==> src/core/wdt_pkg.sv <==
package wdt_pkg;

  ////////////////////////////////////////////////////////////////////////////
  // Bus geometry
  localparam int unsigned ADDR_W         = 8;
  localparam int unsigned DATA_W         = 32;

  // Register byte offsets
  localparam logic [7:0]  OFS_CONTROL    = 8'h00;
  localparam logic [7:0]  OFS_COMMAND    = 8'h04;
  localparam logic [7:0]  OFS_STATUS     = 8'h08;
  localparam logic [7:0]  OFS_MASK       = 8'h0C;
  localparam logic [7:0]  OFS_COUNT      = 8'h10;

  ////////////////////////////////////////////////////////////////////////////
  // Control register fields
  localparam int unsigned BIT_ENABLE     = 3;
  localparam int unsigned BIT_ACTION     = 2;
  localparam int unsigned BIT_PERIOD_HI  = 1;
  localparam int unsigned BIT_PERIOD_LO  = 0;
  localparam logic        RST_ENABLE     = 1'b1;
  localparam logic        RST_ACTION     = 1'b1;
  localparam logic [1:0]  RST_PERIOD     = 2'h0;

  // Command register codes
  localparam logic [7:0]  CODE_DISABLE   = 8'hB1;
  localparam logic [7:0]  CODE_CLEAR     = 8'h4E;

  // Status and mask layout
  localparam int unsigned EVT_N          = 2;
  localparam int unsigned EVT_OVF_IRQ    = 0;
  localparam int unsigned EVT_OVF_RESET  = 1;
  localparam logic [1:0]  RST_MASK       = 2'h0;

  ////////////////////////////////////////////////////////////////////////////
  // Timing
  localparam int unsigned CLK_KHZ        = 200000;
  localparam int unsigned FC_KHZ         = 12500;
  localparam int unsigned HOLD_MIN_FC    = 8;
  localparam int unsigned HOLD_MAX_FC    = 24;
  localparam int unsigned HOLD_FC        = 16;
  // Mid-range hold, rounded up to whole ref_clk cycles
  localparam int unsigned HOLD_CYC       = (HOLD_FC * CLK_KHZ + FC_KHZ - 1) / FC_KHZ;

  // Counter geometry
  localparam int unsigned CNT_W_DEF      = 22;
  localparam int unsigned PERIOD_STEP    = 2;

endpackage : wdt_pkg

==> src/core/wdt_reset_stretch.sv <==
`timescale 1ns/1ps
module wdt_reset_stretch
#(
  parameter int unsigned HOLD = wdt_pkg::HOLD_CYC
)
(
  // Clock and reset
  input  wire logic ref_clk,
  input  wire logic arst_n,
  // Trigger
  input  wire logic fire,
  // Open-drain reset line and busy flag
  output logic      rst_line_o,
  output logic      rst_line_oe,
  output logic      busy
);

  if (HOLD < 2 || HOLD > 65535) $error("wdt_reset_stretch: HOLD out of range");

  typedef enum logic [1:0] {
    ST_IDLE = 2'b01,
    ST_HOLD = 2'b10
  } stretch_e;

  stretch_e    state;
  stretch_e    next_state;
  logic [15:0] cnt;
  logic [15:0] next_cnt;

  ////////////////////////////////////////////////////////////////////////////
  // Hold the line low for a fixed count; a new trigger while busy is absorbed
  always_comb
  begin
    next_state = state;
    next_cnt   = cnt;
    case (state)
      ST_IDLE:
      begin
        if (fire)
        begin
          next_state = ST_HOLD;
          next_cnt   = 16'(HOLD - 1);
        end
      end
      ST_HOLD:
      begin
        if (cnt == 16'h0000)
          next_state = ST_IDLE;
        else
          next_cnt = cnt - 16'h0001;
      end
      default:
        next_state = ST_IDLE;
    endcase
  end

  // State registers
  always_ff @(posedge ref_clk or negedge arst_n)
  begin
    if (!arst_n)
    begin
      state <= ST_IDLE;
      cnt   <= 16'h0000;
    end
    else
    begin
      state <= next_state;
      cnt   <= next_cnt;
    end
  end

  // Open drain: only ever pulls low
  assign rst_line_o  = 1'b0;
  assign rst_line_oe = (state == ST_HOLD);
  assign busy        = (state == ST_HOLD);

endmodule : wdt_reset_stretch

==> src/core/wdt_core.sv <==
// Decided for this implementation: the address map and the APB interface to the registers.
`timescale 1ns/1ps
module wdt_core
#(
  parameter int unsigned CNT_W = wdt_pkg::CNT_W_DEF
)
(
  // Clock and reset
  input  wire logic                       ref_clk,
  input  wire logic                       arst_n,
  // APB slave
  input  wire logic                       psel,
  input  wire logic                       penable,
  input  wire logic                       pwrite,
  input  wire logic [wdt_pkg::ADDR_W-1:0] paddr,
  input  wire logic [wdt_pkg::DATA_W-1:0] pwdata,
  output logic      [wdt_pkg::DATA_W-1:0] prdata,
  output logic                            pready,
  output logic                            pslverr,
  // Divider tick and power modes
  input  wire logic                       div_tick,
  input  wire logic                       stop_mode,
  input  wire logic                       idle_mode,
  input  wire logic                       slow_mode,
  // CPU interrupt handshake
  input  wire logic                       nmi_ack,
  input  wire logic                       nmi_return_instr,
  input  wire logic                       swi_in_service,
  output logic                            wd_interrupt_request,
  // Shared reset line and oscillator
  output logic                            rst_line_o,
  output logic                            rst_line_oe,
  output logic                            hf_osc_start,
  // Maskable summary interrupt
  output logic                            irq
);

  if (CNT_W < 8 || CNT_W > 32) $error("wdt_core: CNT_W must lie in 8..32");

  typedef enum logic [1:0] {
    ST_RUN = 2'b01,
    ST_OFF = 2'b10
  } run_e;

  ////////////////////////////////////////////////////////////////////////////
  // Declarations
  logic                      wd_enable_bit;
  logic                      next_wd_enable_bit;
  logic                      overflow_action_select;
  logic                      next_overflow_action_select;
  logic [1:0]                detection_period_select;
  logic [1:0]                next_detection_period_select;
  logic                      action_locked;
  logic                      next_action_locked;
  logic [wdt_pkg::EVT_N-1:0] status;
  logic [wdt_pkg::EVT_N-1:0] next_status;
  logic [wdt_pkg::EVT_N-1:0] mask;
  logic [wdt_pkg::EVT_N-1:0] next_mask;
  logic [wdt_pkg::EVT_N-1:0] evt;
  logic [wdt_pkg::DATA_W-1:0] next_prdata;

  run_e                      run_state;
  run_e                      next_run_state;
  logic [CNT_W-1:0]          count;
  logic [CNT_W-1:0]          next_count;
  logic                      tap_q;
  logic                      next_tap_q;
  logic                      tap;
  logic                      overflow;

  logic                      nmi_pend;
  logic                      next_nmi_pend;
  logic                      nmi_busy;
  logic                      next_nmi_busy;
  logic                      osc_on;
  logic                      next_osc_on;
  logic                      rst_busy;
  logic                      fire_reset;

  logic                      setup;
  logic                      access;
  logic                      wr;
  logic                      rd;
  logic                      mapped;
  logic                      wr_control;
  logic                      wr_command;
  logic [7:0]                cmd_code;
  logic                      clear_cmd;
  logic                      disable_cmd;
  logic [wdt_pkg::EVT_N-1:0] rd_status_clr;

  ////////////////////////////////////////////////////////////////////////////
  // APB decode; zero wait states, read data captured in the setup cycle
  assign setup       = psel && !penable;
  assign access      = psel && penable;
  assign wr          = access && pwrite;
  assign rd          = access && !pwrite;
  assign mapped      = (paddr == wdt_pkg::OFS_CONTROL) || (paddr == wdt_pkg::OFS_COMMAND) ||
                       (paddr == wdt_pkg::OFS_STATUS)  || (paddr == wdt_pkg::OFS_MASK)    ||
                       (paddr == wdt_pkg::OFS_COUNT);
  assign pready      = 1'b1;
  assign pslverr     = access && !mapped;  // Unmapped offsets answer with an error
  assign wr_control  = wr && (paddr == wdt_pkg::OFS_CONTROL);
  assign wr_command  = wr && (paddr == wdt_pkg::OFS_COMMAND);
  assign cmd_code    = pwdata[7:0];
  assign clear_cmd   = wr_command && (cmd_code == wdt_pkg::CODE_CLEAR);
  assign disable_cmd = wr_command && (cmd_code == wdt_pkg::CODE_DISABLE);

  // Read mux, registered so prdata comes from flip-flops
  always_comb
  begin
    next_prdata = prdata;
    if (setup)
    begin
      next_prdata = '0;
      if (!pwrite)
      begin
        case (paddr)
          wdt_pkg::OFS_CONTROL:
          begin
            next_prdata[wdt_pkg::BIT_ENABLE]                          = wd_enable_bit;
            next_prdata[wdt_pkg::BIT_ACTION]                          = overflow_action_select;
            next_prdata[wdt_pkg::BIT_PERIOD_HI:wdt_pkg::BIT_PERIOD_LO] = detection_period_select;
          end
          wdt_pkg::OFS_STATUS: next_prdata[wdt_pkg::EVT_N-1:0] = status;
          wdt_pkg::OFS_MASK:   next_prdata[wdt_pkg::EVT_N-1:0] = mask;
          wdt_pkg::OFS_COUNT:  next_prdata[CNT_W-1:0]         = count;
          default:             next_prdata = '0;  // Command reads as zero
        endcase
      end
    end
  end

  ////////////////////////////////////////////////////////////////////////////
  // Control register; the action bit may be rewritten a single time
  always_comb
  begin
    next_wd_enable_bit           = wd_enable_bit;
    next_overflow_action_select  = overflow_action_select;
    next_detection_period_select = detection_period_select;
    next_action_locked           = action_locked;
    next_mask                    = mask;
    if (wr_control)
    begin
      next_wd_enable_bit           = pwdata[wdt_pkg::BIT_ENABLE];
      next_detection_period_select = pwdata[wdt_pkg::BIT_PERIOD_HI:wdt_pkg::BIT_PERIOD_LO];
      if (!action_locked)
      begin
        next_overflow_action_select = pwdata[wdt_pkg::BIT_ACTION];
        next_action_locked          = 1'b1;
      end
    end
    if (wr && (paddr == wdt_pkg::OFS_MASK))
      next_mask = pwdata[wdt_pkg::EVT_N-1:0];
  end

  // Control and bus registers
  always_ff @(posedge ref_clk or negedge arst_n)
  begin
    if (!arst_n)
    begin
      wd_enable_bit           <= wdt_pkg::RST_ENABLE;  // Counting starts at release
      overflow_action_select  <= wdt_pkg::RST_ACTION;  // Reset action first
      detection_period_select <= wdt_pkg::RST_PERIOD;
      action_locked           <= 1'b0;
      mask                    <= wdt_pkg::RST_MASK;
      prdata                  <= '0;
    end
    else
    begin
      wd_enable_bit           <= next_wd_enable_bit;
      overflow_action_select  <= next_overflow_action_select;
      detection_period_select <= next_detection_period_select;
      action_locked           <= next_action_locked;
      mask                    <= next_mask;
      prdata                  <= next_prdata;
    end
  end

  ////////////////////////////////////////////////////////////////////////////
  // Run state: disable needs enable already clear when the code lands
  always_comb
  begin
    next_run_state = run_state;
    case (run_state)
      ST_RUN:
      begin
        // Code written with enable still set is simply ignored
        if (disable_cmd && !wd_enable_bit)
          next_run_state = ST_OFF;
      end
      ST_OFF:
      begin
        if (wd_enable_bit)
          next_run_state = ST_RUN;
      end
      default:
        next_run_state = ST_RUN;
    endcase
  end

  // Overflow tap moves two stages per period step, 00 being the top stage
  assign tap      = count[CNT_W - 1 - wdt_pkg::PERIOD_STEP * detection_period_select];
  assign overflow = (run_state == ST_RUN) && tap && !tap_q;

  // Binary counter
  always_comb
  begin
    next_count = count;
    next_tap_q = tap;
    if (run_state == ST_OFF || clear_cmd)
    begin
      next_count = '0;
      next_tap_q = 1'b0;
    end
    else if (div_tick && !stop_mode && !idle_mode)
      next_count = count + 1'b1;            // Frozen, not cleared, in stop and idle modes; slow mode keeps counting
  end

  // Counter registers
  always_ff @(posedge ref_clk or negedge arst_n)
  begin
    if (!arst_n)
    begin
      run_state <= ST_RUN;
      count     <= '0;
      tap_q     <= 1'b0;
    end
    else
    begin
      run_state <= next_run_state;
      count     <= next_count;
      tap_q     <= next_tap_q;
    end
  end

  ////////////////////////////////////////////////////////////////////////////
  // Overflow actions
  assign fire_reset = overflow && overflow_action_select;

  // Pseudo NMI: not gated by any enable, waits while a handler runs
  always_comb
  begin
    next_nmi_pend = nmi_pend;
    next_nmi_busy = nmi_busy;
    if (nmi_ack && wd_interrupt_request)
    begin
      next_nmi_pend = 1'b0;
      next_nmi_busy = 1'b1;
    end
    if (nmi_return_instr)
      next_nmi_busy = 1'b0;
    // A new overflow wins over the acknowledge in the same cycle
    if (overflow && !overflow_action_select)
      next_nmi_pend = 1'b1;
  end

  assign wd_interrupt_request = nmi_pend && !nmi_busy && !swi_in_service;

  // Oscillator start stays up until the next reset of this block
  always_comb
  begin
    next_osc_on = osc_on;
    if (fire_reset && slow_mode)
      next_osc_on = 1'b1;
  end

  // Interrupt handshake registers
  always_ff @(posedge ref_clk or negedge arst_n)
  begin
    if (!arst_n)
    begin
      nmi_pend <= 1'b0;
      nmi_busy <= 1'b0;
      osc_on   <= 1'b0;
    end
    else
    begin
      nmi_pend <= next_nmi_pend;
      nmi_busy <= next_nmi_busy;
      osc_on   <= next_osc_on;
    end
  end

  assign hf_osc_start = osc_on;

  // Reset line stretcher
  wdt_reset_stretch
  #(
    .HOLD (wdt_pkg::HOLD_CYC)
  )
  u_stretch
  (
    .ref_clk     (ref_clk),
    .arst_n      (arst_n),
    .fire        (fire_reset),
    .rst_line_o  (rst_line_o),
    .rst_line_oe (rst_line_oe),
    .busy        (rst_busy)
  );

  ////////////////////////////////////////////////////////////////////////////
  // Sticky status; a read clears, but an event in the same cycle survives
  assign evt[wdt_pkg::EVT_OVF_IRQ]   = overflow && !overflow_action_select;
  assign evt[wdt_pkg::EVT_OVF_RESET] = fire_reset && !rst_busy;

  for (genvar i = 0; i < wdt_pkg::EVT_N; i++)
  begin : g_status
    assign rd_status_clr[i] = rd && (paddr == wdt_pkg::OFS_STATUS);
    always_comb
    begin
      next_status[i] = status[i];
      if (rd_status_clr[i])
        next_status[i] = 1'b0;
      if (evt[i])
        next_status[i] = 1'b1;
    end
  end

  // Status registers
  always_ff @(posedge ref_clk or negedge arst_n)
  begin
    if (!arst_n)
      status <= '0;
    else
      status <= next_status;
  end

  // Level interrupt, high while any unmasked event is pending
  assign irq = |(status & mask);

endmodule : wdt_core

==> config.mk <==
export PLATFORM = sky130hd
export DESIGN_NAME = wdt_core
export DESIGN_NICKNAME = d
export VERILOG_FILES = /design/src/core/wdt_pkg.sv /design/src/core/wdt_reset_stretch.sv /design/src/core/wdt_core.sv
export SDC_FILE = /design/constraint.sdc
export NUM_CORES = 1
export LEC_CHECK = 0
export ABC_AREA = 1
export BUFFER_PORTS_ARGS = -buffer_cell sky130_fd_sc_hd__buf_2
export CAP_MARGIN = 20
export CORE_ASPECT_RATIO = 1.1
export CORE_MARGIN = 1.5
export CORE_UTILIZATION = 60
export DETAILED_ROUTE_END_ITERATION = 8
export GPL_TIMING_DRIVEN = 0
export PLACE_DENSITY = 0.9
export SLEW_MARGIN = 20
export SYNTH_ARGS = -nofsm -noshare
export SYNTH_HDL_FRONTEND = slang
export SYNTH_SLANG_ARGS = --single-unit
export TNS_END_PERCENT = 30
==> constraint.sdc <==
create_clock -name ref_clk -period 5.2 [get_ports ref_clk]
set_clock_uncertainty 0.2 [all_clocks]
set_input_delay 0.26 -clock ref_clk [delete_from_list [all_inputs] [get_ports ref_clk]]
set_output_delay 0.26 -clock ref_clk [all_outputs]
set_load 0.01 [all_outputs]
# --- Word-level counts from Yosys, hierarchy flattened ---
# Index checks and enable logic that the tools add are counted.
word_totals:
  input_bits: 52
  ff_bits: 87
  out_inout_bits: 39
  elab_cells: 114
op_classes:
  bitwise_logic: 2
  n_mux: 25
  add_sub_neg: 3
  order_cmp: 1
  eq_ne: 15
  reduce_logical: 52
ops:
  columns: ["op", "count"]
  rows:
  - ["22-bit 2-to-1 mux", 3]
  - ["32-bit by 6-bit < comparator with 1-bit output, second input constant", 1]
  - ["16-bit 2-to-1 mux", 2]
  - ["16-bit case mux with 2 select lines", 1]
  - ["1-bit logical AND", 23]
  - ["22-bit by 1-bit adder with 22-bit output, second input constant", 1]
  - ["18-bit 2-to-1 mux", 1]
  - ["8-bit by 4-bit equality test with 1-bit output, second input constant", 2]
  - ["16-bit zero test", 1]
  - ["16-bit by 1-bit subtractor with 16-bit output, second input constant", 1]
  - ["2-bit case mux with 2 select lines", 3]
  - ["2-bit nonzero test", 6]
  - ["1-bit zero test", 11]
  - ["1-bit 2-to-1 mux", 9]
  - ["8-bit by 3-bit equality test with 1-bit output, second input constant", 1]
  - ["8-bit by 5-bit equality test with 1-bit output, second input constant", 1]
  - ["8-bit by 7-bit equality test with 1-bit output, second input constant", 1]
  - ["8-bit equality test, second input constant", 1]
  - ["8-bit zero test", 1]
  - ["2-bit 2-to-1 mux", 4]
  - ["2-bit != test, second input constant", 4]
  - ["2-bit case mux with 4 select lines", 1]
  - ["2-bit AND reduction", 3]
  - ["5-bit by 3-bit subtractor with 6-bit output, first input constant", 1]
  - ["other kinds (9)", 15]

# --- Longest topological paths before layout ---
# Gate-level depths: netlist of the first run.
depth:
  depth_word: 8
  mapped_depth: 12
  ltp_nobuf: 11

# --- Hierarchy ---
# A second synthesis of the first run with hierarchy kept.
hier_totals:
  cells_unflattened: 624
  hier_area_um2: 4565.6
by_module_without_submodules:
  columns: ["module", "area_each_um2", "cells_each", "seq_area_each_um2", "n_inst"]
  rows:
  - ["wdt_core", 3447.1, 462, 1480.2, 1]
  - ["wdt_reset_stretch", 1118.6, 162, 451.7, 1]

# --- Worst setup path after synthesis of the first run ---
# Ideal clock, no wire load.
synth_path:
  path_kind: "reg2reg"
  from: "reg detection_period_select[0]"
  to: "reg u_stretch.cnt[12]"
  path_buffers: 1
  stages_incl_launch_ff: 13
  path_slack_ps: 3391
  t_arrival_ps: 1492
  required_ps: 4883
  synth_period_minus_slack_ps: 1809
  setup_ps: 117
  cell_sequence: "dfrtp_1 -> ha_1 -> inv_1 -> nand3_1 -> nand2_1 -> inv_1 -> nand2_2 -> nand4_4 -> nand2_4 -> nand2_4 -> buf_6 -> nand2_1 -> nand2_1"
synth_via:
  elab_chain_len: 8
synth_rtl:
  columns: ["item", "line", "text"]
  rows:
  - ["from (decl)", "wdt_core.sv:51", "logic [1:0] detection_period_select;"]
  - ["from (signal assigned)", "wdt_core.sv:164", "detection_period_select <= wdt_pkg::RST_PERIOD;"]
  - ["from (signal assigned)", "wdt_core.sv:173", "detection_period_select <= next_detection_period_select;"]
  - ["5-bit by 3-bit subtractor with 6-bit output", "wdt_core.sv:203", "assign tap = count[CNT_W - 1 - wdt_pkg::PERIOD_STEP * detection_period_select];"]
  - ["1-bit binary-select mux with 5-bit select", "wdt_core.sv:203", null]
  - ["1-bit 2-to-1 mux (implied by the code)", "wdt_core.sv:203", null]
  - ["1-bit logical AND (2 in series)", "wdt_core.sv:204", "assign overflow = (run_state == ST_RUN) && tap && !tap_q;"]
  - ["1-bit logical AND", "wdt_core.sv:239", "assign fire_reset = overflow && overflow_action_select;"]
  - ["2-bit != test (no source line)", null, null]
  - ["3-bit AND reduction (no source line)", null, null]
  - ["to (signal assigned)", "wdt_reset_stretch.sv:68", "cnt <= next_cnt;"]
  - ["to (decl)", "wdt_reset_stretch.sv:27", "logic [15:0] cnt;"]
# Every way passes these cells. The select of a mux whose other input is x is not followed.
# A chain may end at the register's enable or synchronous reset.

# --- Worst setup path after layout of the first run ---
layout_path:
  from: "reg detection_period_select[0]"
  to: "reg u_stretch.cnt[3]"
# Same word-level chain as after synthesis.

==> run_results.csv, run 1 <==
group,metric,value,unit
layout,fin_util,71.3,%
global_routing,grt_first_pass_wirelength,19000,um
routing,ant_nets,0,
critical_path,crit_top_cell,"nand2_1",
die,start_util,61.5,%
synthesis,syn_area_per_cell,7.17,sq um
die,io-pin-count,91,
timing,final.setup.tns,0,ps
global_routing,grt_start_max_net_pins,50,
synthesis,synth_area,0.00454,sq mm
routing,avgViaCountPerCell,5.37,
critical_path,cp_cell_sequence,"ha_1 > inv_1 > nand3_1 > nand2_1 > inv_1 > nand2_2 > nand4_4 > nand2_4 > nand2_4 > buf_6 > nand2_1 > nand2_1",
layout,layout_commonest_cell,"nand2_1",
cts,cts_resized,0,
die,die-area,0.00811,sq mm
cts,postCtsSetupRepairBufs,0,
die,die_h,94.3,um
layout,syn_to_final_growth,16.0,%
synthesis,async_flop_share,100,%
synthesis,yosysSeqAreaShare,42.5,%
placement,place_hpwl,8430,um
power,ir_worst_vdd,0.149,mV
critical_path,slowest_delay,400,ps
synthesis,syn_inst,634,
flow_run,drv_cap,0,
synthesis,ys_types,40,
die,rows,33,
cts,clkSlewWorstSetupHoldPaths,80,ps
routing,vias,4356,
cts,numCtsBuffers,9,
critical_path,slowest_stage,"dfrtp_1",
critical_path,end_kind,"flip-flop",
critical_path,crit_type,"flip-flop to flip-flop",
layout,final_cells,811,
timing,hold_violations,0,
timing,drv_slew,0,
critical_path,crit_fanout,10,
routing,finalWirelength,11200,um
synthesis,synth_fa_ha_area_share,1.65,%
cts,clock_latency,360,ps
power,p_leak,2.83,nW
layout,num_antenna_cells,0,
critical_path,start_kind,"flip-flop",
cts,cts_tree,"yes",
layout,layout_common_cells,"nand2_1 (191), inv_1 (81), nor2_1 (77)",
routing,first_pass_iters,5,
global_routing,antenna_found_initial,0,
global_routing,grtUsageTotal,29.9,%
placement,port_buffers,54,
synthesis,synthMuxAreaShare,0,%
timing,period_minus_slack,2040,ps
timing,setup_viol,0,
layout,nets,777,
routing,wl_per_cell,13.8,um
run_status,status,"finished clean",
cts,cts_hold_buf,9,
worst_hold_path,hold_class,"input port to flip-flop",
synthesis,synth_compound_area_share,7.38,%
global_routing,grt_overflow,0,
global_routing,grt_pass1_vias,4178,
critical_path,worstPathRequired,5250,ps
synthesis,synth_top_family_by_area,"simple AND/OR/NAND/NOR gates",
die,coreArea,0.00739,sq mm
synthesis,ys.flop_type,"dfrtp_1",
layout,layout-drive-gt1-share,15.7,%
routing,drt_iter0_drc,327,
placement,dp.cells,786,
placement,globalplace.congestion,0.953,
synthesis,yosys.area_share.xor_xnor,2.12,%
die,die_w,86.0,um
critical_path,critPathArrivalTime,2090,ps
cts,cts_root_buffer,"clkbuf_8",
synthesis,synth-seq-cells,77,
synthesis,synth-warning-count,0,
timing,rsz0062_at_grt,"no",
synthesis,synth-simple-area-share,35.6,%
power,p_per_area,226,mW/mm^2
timing,setup_ws,3160,ps
routing,drc,0,
cts,clock-sinks,77,
cts,clock_tree.buffer_depth,2,
timing,fmax,0.490,GHz
timing,period_share,39.2,%
synthesis,synth_enable_flop_cells,0,
placement,post-place-ws,3170,ps
cts,ctsHtreeMaxLevel,3,
worst paths after layout:
kind | from | slack [ps] | cells past startpoint | to
min in group asynchronous | arst_n | 160 | 2 | count[5]
setup reg to reg | detection_period_select[0] | 3160 | 12 | u_stretch.cnt[3]
hold reg to reg | action_locked | 280 | 2 | action_locked
setup / recovery | detection_period_select[0] | 3160 | 12 | u_stretch.cnt[3]
hold / removal | pwdata[7] | 80 | 5 | run_state[1]
max in group asynchronous | arst_n | 4000 | 3 | u_stretch.state[0]
sequential cells by signal (all words and copies together) (netlist names):
name	flops
wd_enable_bit	1
hf_osc_start	1
nmi_busy	1
tap_q	1
mask	2
prdata	22
nmi_pend	1
u_stretch.state	2
status	2
u_stretch.cnt	16
detection_period_select	2
run_state	2
overflow_action_select	1
action_locked	1
count	22
through the flow:
step	cell area (sq um)	power, W	hold slack, ps
finish	5270	0.00119	81.2
global route	5270	0.00124	129
detailed placement	4990	0.000764	15.4
CTS	5270	0.00120	70.5
global placement	4960	0.000756	236
floorplan	4580	0.000716	-236
power by group:
| group | switching (W) | leakage (nW) | internal (W) |
|---|---|---|---|
| combinational | 0.0000770 | 1.71 | 0.0000457 |
| sequential | 0.0000186 | 1.03 | 0.000618 |
| clock | 0.000221 | 0.0917 | 0.000212 |
per-layer routing:
metal	vias to the layer above	track usage, %	wire, um
li1	2147	-	-
met1	2030	38.3	4900
met2	153	50.1	5330
met3	26	5.10	671
met4	0	12.1	274
met5	-	0	0
cells in the mapped netlist (4+ instances only):
library cell	count	area share, %
o31ai_1	14	2.3
nor3_1	6	0.66
inv_1	81	6.7
nand2_1	191	16
dfstp_2	4	2.3
nand3_1	67	7.4
o21ai_0	31	3.4
nor2_1	77	6.4
dfrtp_1	73	40
ha_1	6	1.7
xor2_1	10	1.9
nor2_2	5	0.69
buf_4	15	2.5
buf_2	5	0.55
nand4_1	8	1.1
cells by family after synthesis:
kind of cell	Yosys count
adders and majority gates	6
other	2
xor gates and xnor gates	11
DFF	77
and+or+nand+nor	372
buffers and inverters	109
AOI/OAI and AO/OA	57
worst max-delay path, delay by kind of cell (launching register included):
family / cells / cell delay, ps
AND/OR/NAND/NOR: 8 / 700
buffers and inverters: 3 / 300
flip-flops: 1 / 400
adder cells (fa/ha/maj): 1 / 330
area by class of cell:
cell class	instances	area, sq um
Multi-Input combinational cell	458	2170
Fill cell	613	2120
Sequential cell	77	1930
Timing Repair Buffer	64	390
Inverter	84	315
Clock buffer	13	169
Buffer	25	164
Tap cell	87	109
Clock inverter	3	20.0
Power figures use the tool's default switching activity.
==> run 2, diff against run 1 <==
CORE_UTILIZATION = 50   (was 60)
PLACE_DENSITY = 0.8   (was 0.9)
clock period = 1.69 ns   (was 5.2 ns; I/O delays follow)
==> run 2 against run 1 <==
  * The run now ends with negative hold slack, negative setup slack left
  * Clock power rose to 2.9 times the previous value
  * Largest cell class unchanged
  * Critical path type unchanged
  * Register-to-register slack worse by 3400 ps
  * Worst setup slack worse by 3400 ps
  * Critical endpoint is now u_stretch.state[1]
  * Critical path depth up 1
==> run_results.csv, run 2 (same netlist as run 1, synthesis figures left out) <==
group,metric,value,unit
routing,wl_per_cell,14.2,um
timing,period_minus_slack,1930,ps
placement,place_hpwl,8710,um
layout,layout-drive-gt1-share,23.1,%
run_status,violations,"negative hold slack, negative setup slack",
cts,clock_tree.buffer_depth,2,
layout,layout_commonest_cell,"nand2_1",
cts,cts_tree,"yes",
critical_path,timing.rr.start,"detection_period_select[1]",
global_routing,grt_pass1_vias,4220,
timing,drv_slew,0,
critical_path,worstPathRequired,1730,ps
worst_hold_path,holdPathEnd,"run_state[1]",
power,p_clk_share,33.9,%
power,seqPwrFrac,53.8,%
global_routing,antenna_found_initial,0,
timing,hold_ws,-20.5,ps
cts,ctsHtreeMaxLevel,3,
timing,setup_viol,22,
critical_path,crit_fanout,4,
global_routing,grt_start_max_net_pins,44,
die,start_util,51.5,%
layout,num_antenna_cells,0,
cts,numCtsBuffers,9,
power,p_per_area,643,mW/mm^2
layout,syn_to_final_growth,25.7,%
flow_run,drv_cap,0,
die,die-area,0.00967,sq mm
die,coreArea,0.00883,sq mm
layout,final_cells,859,
timing,setup_ws,-241,ps
timing,period_share,114,%
cts,clock-sinks,77,
critical_path,start_kind,"flip-flop",
routing,vias,4452,
power,p_leak,2.95,nW
routing,drt_iter0_drc,245,
power,internal_power,0.00266,W
routing,first_pass_iters,5,
worst_hold_path,worstHoldStart,"pwrite",
cts,clkSlewWorstSetupHoldPaths,70,ps
worst_hold_path,hold_class,"input port to flip-flop",
routing,finalWirelength,12200,um
placement,port_buffers,54,
die,die_w,93.9,um
worst_hold_path,whs_path_depth,5,
placement,post-place-ws,-324,ps
layout,nets,798,
critical_path,rr_worst_depth,13,
layout,fin_util,64.7,%
routing,avgViaCountPerCell,5.18,
power,p_comb_share,12.3,%
power,p_sw_share,27.6,%
critical_path,path_buf_inv,4,
timing,hold_violations,2,
critical_path,reg2reg_to,"u_stretch.state[1]",
timing,rsz0062_at_grt,"yes",
power,ir_worst_vdd,0.489,mV
routing,ant_nets,0,
die,die_h,103,um
critical_path,slowest_delay,420,ps
timing,fmax,0.518,GHz
power,power_switching,0.00101,W
critical_path,critPathArrivalTime,1970,ps
run_status,status,"finished, violations left",
critical_path,cp_cell_sequence,"ha_4 > inv_4 > nand3_2 > nand2_1 > inv_1 > nand2_2 > nand4_4 > nand2_4 > buf_6 > buf_6 > nand2_4 > nand2_2 > nand2_1",
timing,final.setup.tns,-4240,ps
global_routing,grtUsageTotal,26.1,%
cts,cts_root_buffer,"clkbuf_8",
layout,top_regs,"count (22), prdata (22), u_stretch.cnt (16)",
die,io-pin-count,91,
placement,dp.cells,813,
global_routing,grt_overflow,0,
critical_path,crit_type,"flip-flop to flip-flop",
critical_path,critPathTopFamily,"simple AND/OR/NAND/NOR gates",
layout,layout_common_cells,"nand2_1 (175), inv_1 (72), nor2_1 (71)",
critical_path,end_kind,"flip-flop",
global_routing,grt_first_pass_wirelength,19400,um
routing,drc,0,
die,rows,36,
critical_path,regToRegSetupSlack,-240,ps
cts,clock_latency,350,ps
placement,globalplace.congestion,0.938,
power,power,0.00367,W
critical_path,slowest_stage,"dfrtp_1",
run 2: cell types whose count changed in the layout (fill, tap and decap cells not counted), moves of 4 or more:
cell	change
buf_6	+6
dlygate4sd3_1	+10
nand2_2	+15
nand2_1	-16
nand3_1	-9
nor2_1	-6
inv_1	-9
buf_4	+4
nand3_2	+8
inv_2	+7
run 2: metal layers:
metal  vias up  global-route usage (%)  part of all wire [%]
li1       2198                       -                     -
met1      2108                    30.3                    40
met2       118                    47.9                    53
met3        28                    4.35                   4.2
met4         0                    10.6                   3.0
met5         -                       0                     0
run 2: layout make-up:
class | instances | area, sq um
buffer | 25 | 181
multi-input combinational | 458 | 2350
inverter | 84 | 320
tap | 114 | 143
sequential | 77 | 1940
clock buffer | 13 | 149
fill | 763 | 3120
timing repair buffer | 85 | 609
clock inverter | 3 | 22.5
run 2: power by group through the flow:
stage	sequential, W	combinational [W]	clock [W]
floorplan	0.00198	0.000222	0
global placement	0.00199	0.000345	0
detailed placement	0.00200	0.000363	0
CTS	0.00196	0.000413	0.00127
global route	0.00199	0.000503	0.00134
finish	0.00198	0.000450	0.00125
run 2: worst max path at each step:
stage,to,slack (ps),startpoint,depth (start not counted)
floorplan,u_stretch.cnt[12],-100,detection_period_select[1],12
global placement,u_stretch.cnt[2],-260,detection_period_select[1],12
detailed placement,u_stretch.cnt[12],-320,detection_period_select[1],12
CTS,u_stretch.state[1],-240,detection_period_select[0],13
global route,u_stretch.state[1],-320,detection_period_select[1],13
finish,u_stretch.state[1],-240,detection_period_select[1],13
run 2: stage by stage:
stage / instance area, sq um / hold WS [ps]
floorplan: 4580 / -411
global placement: 4990 / 92.1
detailed placement: 5020 / -127
CTS: 5540 / -27.7
global route: 5710 / 2.63
finish: 5710 / -20.5
run 2: what timing repair did:
item | 4_1_cts | 5_1_grt
gates resized for setup | 22 | 56
pin swaps | 15 | 21
hold buffers | 20 | 0
setup buffers | 6 | 2
cloned | 2 | 0
endpoints found under the hold margin | 90 | 0
endpoints found under the setup margin | 26 | 59
run 2: worst reg2reg max path: cells and delay by family (launching register included):
kind	cells	cell delay, ps
buffers and inverters	4	340
and+or+nand+nor	8	600
adders and majority gates	1	270
DFF	1	420
==> run 3, diff against run 2 <==
CELL_PAD_IN_SITES_DETAIL_PLACEMENT = 1   (was default)
CELL_PAD_IN_SITES_GLOBAL_PLACEMENT = 1   (was default)
CORE_MARGIN = 2   (was 1.5)
CORE_UTILIZATION = 36   (was 50)
PLACE_DENSITY = 0.81   (was 0.8)
==> run 3 against run 2 <==
  * The flow finishes with violations (negative setup slack)
  * Non-clock buffer count decreased by 2
  * Final area rose by 3.2%
  * Sequential power is essentially flat
  * Hold slack better by 21 ps
  * Largest cell class unchanged
  * Largest power group is now clock
==> run_results.csv, run 3 (same netlist as run 1, synthesis figures left out) <==
group,metric,value,unit
critical_path,critPathArrivalTime,2000,ps
die,die_w,111,um
placement,dpl_cell_area,0.00508,sq mm
timing,rsz0062_at_grt,"yes",
placement,globalplace.congestion,0.865,
layout,layout_commonest_cell,"nand2_1",
placement,port_buffers,54,
power,p_comb_share,9.8,%
flow_run,drv_cap,0,
routing,drc,0,
die,io-pin-count,91,
worst_hold_path,whs_path_depth,5,
power,p_clk_share,46.3,%
run_status,violations,"negative setup slack",
global_routing,grt_start_max_net_pins,50,
cts,clock_tree.buffer_depth,2,
cts,clock_latency,340,ps
global_routing,grtUsageTotal,22.2,%
power,seqPwrFrac,43.9,%
critical_path,rr_worst_depth,11,
layout,top_regs,"count (22), prdata (22), u_stretch.cnt (16)",
timing,final.setup.tns,-4920,ps
die,die-area,0.0135,sq mm
cts,clkSlewWorstSetupHoldPaths,60,ps
timing,period_minus_slack,1960,ps
layout,register_area,0.00194,sq mm
worst_hold_path,hold_class,"input port to flip-flop",
critical_path,crit_type,"flip-flop to flip-flop",
global_routing,grt_first_pass_wirelength,23700,um
global_routing,antenna_found_initial,0,
layout,syn_to_final_growth,29.8,%
timing,slew_headroom,58.1,%
layout,nets,796,
routing,drt_iter0_drc,255,
cts,numCtsBuffers,9,
power,power_switching,0.00113,W
routing,wl_per_cell,17.3,um
global_routing,grt_pass1_vias,4869,
die,start_util,36.4,%
cts,cts_tree,"yes",
layout,fillers,1572,
critical_path,start_kind,"flip-flop",
cts,ctsHtreeMaxLevel,3,
timing,setup_ws,-270,ps
critical_path,crit_fanout,6,
timing,drv_slew,0,
power,internal_power,0.00336,W
routing,ant_nets,0,
placement,place_hpwl,10300,um
timing,hold_violations,0,
die,rows,43,
die,die_h,122,um
layout,multiInputGateArea,0.00234,sq mm
power,p_leak,3.01,nW
routing,first_pass_iters,4,
critical_path,end_kind,"flip-flop",
timing,setup_viol,28,
die,coreArea,0.0125,sq mm
layout,num_antenna_cells,0,
critical_path,worstPathRequired,1730,ps
timing,fmax,0.510,GHz
layout,layout-drive-gt1-share,23.3,%
cts,clock-sinks,77,
layout,layout_common_cells,"nand2_1 (180), inv_1 (75), dfrtp_1 (69)",
routing,avgViaCountPerCell,5.17,
layout,design_area,0.00590,sq mm
power,p_per_area,762,mW/mm^2
routing,vias,4656,
power,ir_worst_vdd,0.374,mV
run_status,status,"finished, violations left",
power,p_sw_share,25.3,%
cts,cts_root_buffer,"clkbuf_16",
routing,finalWirelength,15500,um
timing,tightest_slew,628,ps
global_routing,grt_overflow,0,
timing,period_share,116,%
[run 3: path summary, 6_finish.rpt]
| kind | startpoint | endpoint | slack, ps |
|---|---|---|---|
| max in group asynchronous | arst_n | overflow_action_select | 620 |
| min in group asynchronous | arst_n | u_stretch.cnt[5] | 20 |
| max reg2reg | detection_period_select[1] | u_stretch.cnt[4] | -270 |
| min | paddr[2] | status[1] | 0.09 |
| min reg2reg | hf_osc_start | hf_osc_start | 260 |
| max | detection_period_select[1] | u_stretch.cnt[4] | -270 |
[run 3: cell type report]
cell class,count,area share (%)
inverter,84,5.43
tap,157,3.33
clock buffer,12,4.01
sequential,77,32.8
timing repair buffer,83,10.2
multi-input combinational,458,39.7
buffer,25,3.27
clock inverter,4,1.23
[run 3: repair_timing]
item,4_1_cts,5_1_grt
gates resized for setup,23,48
cloned,1,1
pin swaps,8,21
setup buffers,4,7
endpoints found under the setup margin,31,43
hold endpoints to repair,86,0
hold buffers,15,0
[run 3: critical path, stage by stage, from the launching register on]
cell and delay [ps]:
dfrtp_1 420, ha_4 200, inv_1 100, nand2_1 80, nand3_1 110, nand3_2 120
nand4_4 110, nand2_4 90, buf_8 150, clkbuf_16 150, nand3_1 70, nand2_1 50
[run 3: power groups by stage]
stage / Clock [W] / Combinational (W) / Sequential, W
6_report: 0.00208 / 0.000441 / 0.00197
5_1_grt: 0.00218 / 0.000486 / 0.00198
4_1_cts: 0.00210 / 0.000424 / 0.00197
3_5_place_dp: 0 / 0.000382 / 0.00200
3_3_place_gp: 0 / 0.000349 / 0.00200
2_1_floorplan: 0 / 0.000222 / 0.00198
[run 3: metrics by stage]
step	hold slack, ps	worst slack (ps)	utilization (%)	power [W]	cells
2_1_floorplan	-411	-100	-	0.00220	644
3_3_place_gp	90.2	-283	40.4	0.00235	855
3_5_place_dp	-148	-362	40.7	0.00238	856
4_1_cts	1.85	-216	45.5	0.00449	892
5_1_grt	26.3	-339	47.2	0.00465	900
6_report	0.0864	-270	47.2	0.00449	900
[run 3: routing by layer]
metal	GRT usage [%]	wire (um)	vias to the layer above
li1	-	-	2192
met1	25.6	6100	2351
met2	41.4	8600	83
met3	3.63	420	30
met4	8.56	411	0
met5	0	0	-
